### src/pkg/prt_pkg.sv
// Constants and state encoding of the push-button reset timer.
package prt_pkg;

    // ------------------------------------------------------------------
    // Clock and timebase
    // ------------------------------------------------------------------
    localparam int unsigned CLK_PERIOD_NS = 10;
    localparam int unsigned TICK_PERIOD_NS = 1000;
    // One timebase tick is one microsecond; rounded up so a tick is never short.
    localparam int unsigned TICK_CYCLES = (TICK_PERIOD_NS + CLK_PERIOD_NS - 1) / CLK_PERIOD_NS;
    localparam int unsigned TICKS_PER_S = 1000000;
    localparam int unsigned TICKS_PER_MS = 1000;

    // ------------------------------------------------------------------
    // Timing figures in their own units, and the derived tick counts
    // ------------------------------------------------------------------
    localparam real HOLD_LONG_S = 12.5;
    localparam real HOLD_SHORT_S = 7.5;
    localparam real HOLD_ZERO_S = 0.0;
    localparam real PULSE_LONG_MS = 400.0;
    localparam real PULSE_SHORT_MS = 80.0;
    localparam int unsigned STARTUP_US = 300;
    localparam int unsigned DETECT_US = 150;
    localparam int unsigned HOLD_LONG_TICKS = int'(HOLD_LONG_S * TICKS_PER_S);
    localparam int unsigned HOLD_SHORT_TICKS = int'(HOLD_SHORT_S * TICKS_PER_S);
    localparam int unsigned HOLD_ZERO_TICKS = int'(HOLD_ZERO_S * TICKS_PER_S);
    localparam int unsigned PULSE_LONG_TICKS = int'(PULSE_LONG_MS * TICKS_PER_MS);
    localparam int unsigned PULSE_SHORT_TICKS = int'(PULSE_SHORT_MS * TICKS_PER_MS);
    localparam int unsigned STARTUP_TICKS = STARTUP_US;
    localparam int unsigned DETECT_TICKS = DETECT_US;
    localparam int unsigned CNT_W = 24;

    // ------------------------------------------------------------------
    // Register map and fields
    // ------------------------------------------------------------------
    localparam logic [11:0] ADDR_CTRL = 12'h000;
    localparam logic [11:0] ADDR_STATUS = 12'h004;
    localparam logic [11:0] ADDR_COUNT = 12'h008;
    localparam logic [11:0] ADDR_EVENTS = 12'h00c;
    localparam int unsigned CTRL_EN_BIT = 0;
    localparam logic CTRL_EN_RESET = 1'b1;
    localparam int unsigned ST_STATE_LSB = 0;
    localparam int unsigned ST_SEL_BIT = 4;
    localparam int unsigned ST_BTN_A_BIT = 5;
    localparam int unsigned ST_BTN_B_BIT = 6;
    localparam int unsigned ST_RST_BIT = 7;
    localparam int unsigned ST_SUPPLY_BIT = 8;
    localparam int unsigned EVT_W = 16;

    // ------------------------------------------------------------------
    // Sequencer states, Gray coded along the usual path
    // ------------------------------------------------------------------
    typedef enum logic [2:0] {
        ST_OFF = 3'h0,
        ST_STARTUP = 3'h1,
        ST_ARMED = 3'h3,
        ST_HOLD = 3'h2,
        ST_PULSE = 3'h6,
        ST_WAIT_REL = 3'h7
    } prt_state_t;

endpackage : prt_pkg

### src/pkg/prt_reg_if.sv
// Interface carrying control and status between the register slave and the sequencer.
`timescale 1ns/1ps
interface prt_reg_if;
    logic enable;
    logic events_clr;
    logic [31:0] status_word;
    logic [31:0] count_word;
    logic [31:0] events_word;

    modport regs (
        output enable,
        output events_clr,
        input status_word,
        input count_word,
        input events_word
    );

    modport core (
        input enable,
        input events_clr,
        output status_word,
        output count_word,
        output events_word
    );
endinterface : prt_reg_if

### src/verilog/prt_timebase.sv
// Free-running microsecond tick generator.
`timescale 1ns/1ps
module prt_timebase #(
    parameter int unsigned TICK_CYCLES = prt_pkg::TICK_CYCLES
) (
    input wire logic pclk,
    input wire logic presetn,
    input wire logic clk_en,
    output logic tick
);
    localparam int unsigned DIV_W = (TICK_CYCLES > 1) ? $clog2(TICK_CYCLES) : 1;
    localparam logic [DIV_W-1:0] DIV_LAST = DIV_W'(TICK_CYCLES - 1);

    logic [DIV_W-1:0] div_reg;

    // ------------------------------------------------------------------
    // Divider
    // ------------------------------------------------------------------
    // Free-running, so each timed interval may end up to one tick early.
    always_ff @(posedge pclk or negedge presetn) begin
        if (!presetn) begin
            div_reg <= '0;
            tick <= 1'b0;
        end else if (clk_en) begin
            tick <= (div_reg == DIV_LAST);
            if (div_reg == DIV_LAST) begin
                div_reg <= '0;
            end else begin
                div_reg <= div_reg + 1'b1;
            end
        end
    end
endmodule : prt_timebase

### src/verilog/prt_apb_regs.sv
// APB slave holding the control register and returning the sequencer status words.
`timescale 1ns/1ps
module prt_apb_regs (
    input wire logic pclk,
    input wire logic presetn,
    input wire logic clk_en,
    input wire logic psel,
    input wire logic penable,
    input wire logic pwrite,
    input wire logic [11:0] paddr,
    input wire logic [31:0] pwdata,
    output logic [31:0] prdata,
    output logic pready,
    output logic pslverr,
    prt_reg_if.regs rif
);
    logic mapped;
    logic [31:0] rdata;

    // ------------------------------------------------------------------
    // Address decode
    // ------------------------------------------------------------------
    always_comb begin
        mapped = 1'b1;
        rdata = 32'h0;
        case (paddr)
            prt_pkg::ADDR_CTRL: rdata = {31'h0, rif.enable};
            prt_pkg::ADDR_STATUS: rdata = rif.status_word;
            prt_pkg::ADDR_COUNT: rdata = rif.count_word;
            prt_pkg::ADDR_EVENTS: rdata = rif.events_word;
            default: mapped = 1'b0;
        endcase
    end

    // Answer prepared in setup, so the access phase is one cycle.
    always_ff @(posedge pclk or negedge presetn) begin
        if (!presetn) begin
            pready <= 1'b0;
            prdata <= 32'h0;
            pslverr <= 1'b0;
        end else if (clk_en) begin
            pready <= psel && !penable;
            if (psel && !penable) begin
                prdata <= pwrite ? 32'h0 : rdata;
                pslverr <= !mapped;
            end
        end
    end

    // ------------------------------------------------------------------
    // Write side
    // ------------------------------------------------------------------
    // Event clear pulses once on the completing edge of an events register write.
    always_ff @(posedge pclk or negedge presetn) begin
        if (!presetn) begin
            rif.enable <= prt_pkg::CTRL_EN_RESET;
            rif.events_clr <= 1'b0;
        end else if (clk_en) begin
            rif.events_clr <= psel && penable && pready && pwrite && (paddr == prt_pkg::ADDR_EVENTS);
            if (psel && penable && pready && pwrite && (paddr == prt_pkg::ADDR_CTRL)) begin
                rif.enable <= pwdata[prt_pkg::CTRL_EN_BIT];
            end
        end
    end
endmodule : prt_apb_regs

### src/verilog/prt_reset_timer.sv
// Push-button reset timer: hold detection, reset pulse, start-up delay and open-drain output.
`timescale 1ns/1ps

// Function
// - Dual channel: both buttons low together, unbroken, for the whole hold time.
// - Level variant: reset ends when either button goes high; no fixed pulse.
// - Pulse variants: reset stays low for the configured pulse length, then releases.
// - Single channel: one button low for the hold time gives a fixed pulse; with LEVEL_MODE set the code holds reset only while that button stays low.
// - The select strap chooses between two build-time hold times.
// - Select is sampled only at start-up or while a button is high.
// - One reset per valid press; holding longer gives no further reset.
// - Dual channel re-arms only after a button goes high.
// - Single channel re-arms only after its button returns high.
// - Fixed pulse length is independent of the buttons.
// - Button glitches during a fixed pulse are ignored entirely.
// - A button high when the pulse ends counts as release and re-arms.
// - Output only pulls low or floats; it never drives high.
// - After supply turns valid, wait the start-up delay before acting.
// - A zero hold time asserts after the short detection delay instead.
// - Pulse length is a build-time option, typically 80 ms or 400 ms.
module prt_reset_timer #(
    parameter int unsigned CHANNELS = 2,
    parameter bit LEVEL_MODE = 1'b0,
    parameter int unsigned HOLD_SEL_HIGH_TICKS = prt_pkg::HOLD_ZERO_TICKS,
    parameter int unsigned HOLD_SEL_LOW_TICKS = prt_pkg::HOLD_SHORT_TICKS,
    parameter int unsigned PULSE_TICKS = prt_pkg::PULSE_LONG_TICKS,
    parameter int unsigned STARTUP_TICKS = prt_pkg::STARTUP_TICKS,
    parameter int unsigned DETECT_TICKS = prt_pkg::DETECT_TICKS,
    parameter int unsigned TICK_CYCLES = prt_pkg::TICK_CYCLES
) (
    input wire logic pclk,
    input wire logic presetn,
    input wire logic clk_en,
    input wire logic supply_valid,
    input wire logic button_in_a,
    input wire logic button_in_b,
    input wire logic hold_time_select,
    output logic reset_out,
    output logic reset_oe,
    input wire logic psel,
    input wire logic penable,
    input wire logic pwrite,
    input wire logic [11:0] paddr,
    input wire logic [31:0] pwdata,
    output logic [31:0] prdata,
    output logic pready,
    output logic pslverr
);
    localparam int unsigned CW = prt_pkg::CNT_W;
    localparam int unsigned EW = prt_pkg::EVT_W;
    localparam logic [CW-1:0] HOLD_HIGH = CW'(HOLD_SEL_HIGH_TICKS);
    localparam logic [CW-1:0] HOLD_LOW = CW'(HOLD_SEL_LOW_TICKS);
    localparam logic [CW-1:0] PULSE_LEN = CW'(PULSE_TICKS);
    localparam logic [CW-1:0] STARTUP_LEN = CW'(STARTUP_TICKS);
    localparam logic [CW-1:0] DETECT_LEN = CW'(DETECT_TICKS);

    // ------------------------------------------------------------------
    // Helpers
    // ------------------------------------------------------------------
    // True when the tick now arriving completes an interval of the given length.
    function automatic logic span_done(input logic [CW-1:0] cnt, input logic [CW-1:0] len);
        logic [CW:0] nxt;
        nxt = {1'b0, cnt} + 1'b1;
        return (len == '0) || (nxt >= {1'b0, len});
    endfunction : span_done

    prt_reg_if rif ();
    prt_pkg::prt_state_t state_reg;
    prt_pkg::prt_state_t state_next;
    logic [CW-1:0] cnt_reg;
    logic [CW-1:0] cnt_next;
    logic sel_reg;
    logic [EW-1:0] events_reg;
    logic tick;
    logic run;
    logic pressed;
    logic [CW-1:0] hold_len;
    logic start_pulse;

    // ------------------------------------------------------------------
    // Submodules
    // ------------------------------------------------------------------
    prt_timebase #(
        .TICK_CYCLES(TICK_CYCLES)
    ) u_timebase (
        .pclk(pclk),
        .presetn(presetn),
        .clk_en(clk_en),
        .tick(tick)
    );

    prt_apb_regs u_regs (
        .pclk(pclk),
        .presetn(presetn),
        .clk_en(clk_en),
        .psel(psel),
        .penable(penable),
        .pwrite(pwrite),
        .paddr(paddr),
        .pwdata(pwdata),
        .prdata(prdata),
        .pready(pready),
        .pslverr(pslverr),
        .rif(rif.regs)
    );

    // ------------------------------------------------------------------
    // Input qualification
    // ------------------------------------------------------------------
    // The enable bit parks the block as if unpowered.
    assign run = supply_valid && rif.enable;

    // The press condition needs every active channel low at once.
    assign pressed = (CHANNELS > 1) ? (!button_in_a && !button_in_b) : !button_in_a;

    // A zero hold setting is replaced by the short detection delay.
    assign hold_len = ((sel_reg ? HOLD_HIGH : HOLD_LOW) == '0) ? DETECT_LEN
                                                               : (sel_reg ? HOLD_HIGH : HOLD_LOW);

    // ------------------------------------------------------------------
    // Sequencer next state
    // ------------------------------------------------------------------
    always_comb begin
        state_next = state_reg;
        cnt_next = cnt_reg;
        start_pulse = 1'b0;
        case (state_reg)
            prt_pkg::ST_OFF: begin
                cnt_next = '0;
                state_next = prt_pkg::ST_STARTUP;
            end
            prt_pkg::ST_STARTUP: begin
                // Buttons are not looked at until the start-up delay has run out.
                if (tick) begin
                    if (span_done(cnt_reg, STARTUP_LEN)) begin
                        state_next = prt_pkg::ST_ARMED;
                        cnt_next = '0;
                    end else begin
                        cnt_next = cnt_reg + 1'b1;
                    end
                end
            end
            prt_pkg::ST_ARMED: begin
                cnt_next = '0;
                if (pressed) begin
                    state_next = prt_pkg::ST_HOLD;
                end
            end
            prt_pkg::ST_HOLD: begin
                // Any break in the press throws away the time collected so far.
                if (!pressed) begin
                    state_next = prt_pkg::ST_ARMED;
                    cnt_next = '0;
                end else if (tick) begin
                    if (span_done(cnt_reg, hold_len)) begin
                        state_next = prt_pkg::ST_PULSE;
                        start_pulse = 1'b1;
                        cnt_next = '0;
                    end else begin
                        cnt_next = cnt_reg + 1'b1;
                    end
                end
            end
            prt_pkg::ST_PULSE: begin
                if (LEVEL_MODE) begin
                    // Level variant: the pulse lasts as long as the press does.
                    cnt_next = '0;
                    if (!pressed) begin
                        state_next = prt_pkg::ST_ARMED;
                    end
                end else if (tick) begin
                    // Buttons are not consulted until the fixed length has elapsed.
                    if (span_done(cnt_reg, PULSE_LEN)) begin
                        cnt_next = '0;
                        state_next = pressed ? prt_pkg::ST_WAIT_REL : prt_pkg::ST_ARMED;
                    end else begin
                        cnt_next = cnt_reg + 1'b1;
                    end
                end
            end
            prt_pkg::ST_WAIT_REL: begin
                // A press held past its reset gives no second one until released.
                cnt_next = '0;
                if (!pressed) begin
                    state_next = prt_pkg::ST_ARMED;
                end
            end
            default: begin
                state_next = prt_pkg::ST_OFF;
                cnt_next = '0;
            end
        endcase
    end

    // ------------------------------------------------------------------
    // Sequencer state
    // ------------------------------------------------------------------
    // Loss of supply overrides everything and clears the timers.
    always_ff @(posedge pclk or negedge presetn) begin
        if (!presetn) begin
            state_reg <= prt_pkg::ST_OFF;
            cnt_reg <= '0;
        end else if (clk_en) begin
            if (!run) begin
                state_reg <= prt_pkg::ST_OFF;
                cnt_reg <= '0;
            end else begin
                state_reg <= state_next;
                cnt_reg <= cnt_next;
            end
        end
    end

    // ------------------------------------------------------------------
    // Hold-time select sample
    // ------------------------------------------------------------------
    // Frozen during a full press, so a strap change cannot retime a hold.
    always_ff @(posedge pclk or negedge presetn) begin
        if (!presetn) begin
            sel_reg <= 1'b0;
        end else if (clk_en) begin
            if (!run) begin
                sel_reg <= 1'b0;
            end else if (state_reg == prt_pkg::ST_STARTUP || !pressed) begin
                sel_reg <= hold_time_select;
            end
        end
    end

    // ------------------------------------------------------------------
    // Open-drain output
    // ------------------------------------------------------------------
    // Data is constant low; only the enable moves, so the pin never drives high.
    always_ff @(posedge pclk or negedge presetn) begin
        if (!presetn) begin
            reset_out <= 1'b0;
            reset_oe <= 1'b0;
        end else if (clk_en) begin
            reset_out <= 1'b0;
            reset_oe <= run && (state_next == prt_pkg::ST_PULSE);
        end
    end

    // ------------------------------------------------------------------
    // Reset event counter
    // ------------------------------------------------------------------
    // A new reset in the clearing cycle wins and leaves a count of one.
    always_ff @(posedge pclk or negedge presetn) begin
        if (!presetn) begin
            events_reg <= '0;
        end else if (clk_en) begin
            if (run && start_pulse) begin
                events_reg <= rif.events_clr ? EW'(1) : events_reg + 1'b1;
            end else if (rif.events_clr) begin
                events_reg <= '0;
            end
        end
    end

    // ------------------------------------------------------------------
    // Status words
    // ------------------------------------------------------------------
    always_comb begin
        rif.status_word = 32'h0;
        rif.status_word[prt_pkg::ST_STATE_LSB +: 3] = state_reg;
        rif.status_word[prt_pkg::ST_SEL_BIT] = sel_reg;
        rif.status_word[prt_pkg::ST_BTN_A_BIT] = button_in_a;
        rif.status_word[prt_pkg::ST_BTN_B_BIT] = button_in_b;
        rif.status_word[prt_pkg::ST_RST_BIT] = reset_oe;
        rif.status_word[prt_pkg::ST_SUPPLY_BIT] = supply_valid;
        rif.count_word = {{(32 - CW){1'b0}}, cnt_reg};
        rif.events_word = {{(32 - EW){1'b0}}, events_reg};
    end
endmodule : prt_reset_timer

### config.mk
export PLATFORM = sky130hd
export DESIGN_NAME = prt_reset_timer
export DESIGN_NICKNAME = d
export VERILOG_FILES = /design/src/pkg/prt_pkg.sv /design/src/pkg/prt_reg_if.sv /design/src/verilog/prt_timebase.sv /design/src/verilog/prt_apb_regs.sv /design/src/verilog/prt_reset_timer.sv
export SDC_FILE = /design/constraint.sdc
export NUM_CORES = 1
export LEC_CHECK = 0
export ABC_AREA = 1
export BUFFER_PORTS_ARGS = -buffer_cell sky130_fd_sc_hd__buf_2
export CAP_MARGIN = 20
export CORE_MARGIN = 4
export CORE_UTILIZATION = 40
export DETAILED_ROUTE_END_ITERATION = 6
export PLACE_DENSITY_LB_ADDON = 0.08
export SLEW_MARGIN = 30
export SYNTH_ARGS = -nofsm -noshare
export SYNTH_HDL_FRONTEND = slang
export SYNTH_SLANG_ARGS = --single-unit
export TNS_END_PERCENT = 50
### constraint.sdc
create_clock -name pclk -period 8.9 [get_ports pclk]
set_input_delay 1.335 -clock pclk [delete_from_list [all_inputs] [get_ports pclk]]
set_output_delay 1.335 -clock pclk [all_outputs]
set_load 0.01 [all_outputs]
==> impl_metrics.json <==
{
  "status": "completed",
  "core_area_um2": 12880,
  "vdd_ir_drop_max_mv": 0.09375,
  "area_delta_synth_final_pct": 12.40,
  "layout-drive-gt1-share": 0.1314,
  "ioPinCount": 90,
  "layout_common_cells": "nand2_1 (198), dfrtp_1 (80), inv_1 (78), nand3_1 (74), nor2_1 (73)",
  "min_period_over_period": 0.4243,
  "ys_seq_area_frac": 0.3794,
  "layout_commonest_cell": "nand2_1",
  "synth_async_sr_flop_share": 1.000,
  "die_h_um": 123.6,
  "setup_ws_ns": 5.124,
  "crit_slowest_cell": "nor2_2",
  "regArea_um2": 2028,
  "ctsResizeCount": 0,
  "fp.dieW_um": 123.6,
  "synth_ff_type": "dfrtp_1",
  "power_leakage_nw": 2.965,
  "post_cts_buffers": 0,
  "diodes": 0,
  "finalHoldViolations": 0,
  "ys_seq_elements": 81,
  "drt_first_pass_iters": 5,
  "fin_util": 0.4667,
  "power_density_nw_per_um2": 137.2,
  "vias": 5053,
  "min_path_type": "flop to flop",
  "via_per_inst": 5.286,
  "nFillCells": 1329,
  "min_period_ns": 3.776,
  "fin_cells": 956,
  "track_usage": 0.2061,
  "hpwl_mm": 10.98,
  "clockBufferDepth": 2,
  "synth_area_per_cell_um2": 7.264,
  "cts_buffers": 9,
  "syn_inst": 736,
  "fin_skew_ns": 0.008107,
  "syn_area_um2": 5346,
  "cp-start-kind": "input pin",
  "tns_ns": 0,
  "cp.required_ns": 9.18,
  "place_inst": 941,
  "start_util": 0.4152,
  "grt_pass1_wl_mm": 24.56,
  "critPathCaptureType": "flop",
  "rows": 41,
  "cts_root_buffer": "clkbuf_16",
  "grt_pass1_vias": 4910,
  "drt_iter0_markers": 332,
  "setup_viol": 0,
  "cts_max_level": 3,
  "max-slew-margin-rel": 0.5000,
  "antenna_left": 0,
  "grt_max_degree": 55,
  "overflow": 0,
  "ys_warn_count": 0,
  "max_freq_mhz": 264.8,
  "max_stage_delay_ns": 0.59,
  "worstMarginPinSlew_ns": 0.7492,
  "wl_per_cell_um": 15.53,
  "route.detailed.drc": 0,
  "fin_nets": 849,
  "worstSkewPairLatency_ns": 0.34,
  "crit_buf_inv": 2,
  "rsz0062_at_grt": "no",
  "critPathKind": "input pin to flop",
  "arrival_ns": 4.05,
  "antenna_found_initial": 0,
  "reg2reg_slack_ns": 5.38,
  "cts_sinks": 81,
  "pre_cts_ws_ns": 4.776,
  "path_clk_slew_ns": 0.06,
  "synth_cell_type_count": 47,
  "cts_tree": "built",
  "synth_enable_flop_cells": 0,
  "slew_viol_final": 0,
  "hold_buffers": 0,
  "gp_congestion": 0.8404,
  "crit_path_max_fanout": 21,
  "path_delay_family": "simple AND/OR/NAND/NOR gates",
  "finalWirelength_mm": 14.84,
  "cpMostUsedCell": "nand2_1",
  "cap_violations": 0,
  "die-area_um2": 15280,
  "multi_input_area_um2": 2887,
  "crit_chain": "buf_2 > nor4_1 > nand3_1 > inv_1 > nand2_1 > nand4_1 > nand2_1 > nor2_2 > a22o_1",
  "io_buffers": 49
}
kinds of logic (layout without fill, tap and decap cells):
kind of cell,Yosys count,in the layout,share of synthesized area
AO/OA/AOI/OAI,85,85,0.1004
XOR/XNOR,19,19,0.03113
adder cells (fa/ha/maj),15,15,0.03510
buffers and inverters,110,150,0.08729
flip-flops,81,81,0.3794
multiplexers,1,1,0.001872
other,1,9,0.0007014
AND/OR/NAND/NOR,424,424,0.3641
final timing paths:
check	start	to	cells past startpoint
setup reg to reg	cnt_reg[1]	cnt_reg[22]	16
max in group asynchronous	presetn	cnt_reg[8]	2
setup / recovery	paddr[9]	u_regs.prdata[10]	9
min in group asynchronous	presetn	cnt_reg[17]	1
hold reg to reg	u_regs.prdata[16]	u_regs.prdata[16]	2
hold / removal	u_regs.prdata[16]	u_regs.prdata[16]	2
through the flow:
| stage | hold slack [ns] | total power [mW] | instance area [µm²] |
|---|---|---|---|
| final | 0.4800 | 0.8243 | 6010 |
| after global routing | 0.5110 | 0.8605 | 6010 |
| after CTS | 0.4838 | 0.8360 | 6010 |
| after detailed placement | 0.4686 | 0.4532 | 5715 |
| after global placement | 0.4617 | 0.4497 | 5710 |
| after floorplan | 0.4681 | 0.4311 | 5376 |
Yosys cell counts (6+ instances only):
library cell    n  area share
a21oi_1        13       0.012
a22o_1         15       0.025
buf_4          11       0.015
clkbuf_1       11      0.0077
dfrtp_1        80        0.37
ha_1           15       0.035
inv_1          78       0.055
nand2_1       198        0.14
nand3_1        74       0.069
nand3_2        13       0.024
nand3b_1        9       0.013
nand4_1        14       0.016
nor2_1         75       0.053
nor2_2          6      0.0070
nor3_1         17       0.016
o211ai_1        6      0.0084
o21ai_0        29       0.027
o22ai_1         7      0.0082
xor2_1         16       0.026
power breakdown:
part	switching, mW	leakage (nW)	internal, mW
sequential	0.0116	1.11	0.382
clock	0.154	0.142	0.224
combinational	0.0352	1.72	0.0172
worst reg2reg max path: stages, from the launching register on:
cell and delay, ns:
dfrtp_1 0.42, ha_1 0.18, nand2_1 0.11, nor2_4 0.27, nand3_1 0.19, nor2_2 0.16
xor2_1 0.26, inv_1 0.08, ha_1 0.29, nand2_1 0.04, nand3b_1 0.16, nor2_2 0.21
nand3_2 0.12, nand4_1 0.12, nand3_2 0.45, nand3b_1 0.26, nand2_1 0.07
per-layer routing:
layer,global-route usage,wire length [µm],vias to the layer above
li1,-,-,2494
met1,0.2853,6989,2380
met2,0.3214,6624,151
met3,0.03315,863,28
met4,0.08443,364,0
met5,0,0,-
cell type report:
type / instances / share of cell area
clock buffers: 11 / 0.04039
clock inverters: 4 / 0.008536
well taps: 172 / 0.03581
multi-input cells: 553 / 0.4803
repair buffers: 53 / 0.04622
inverters: 82 / 0.05122
flip-flops and latches: 81 / 0.3375
(Power assumes the default switching activity.)
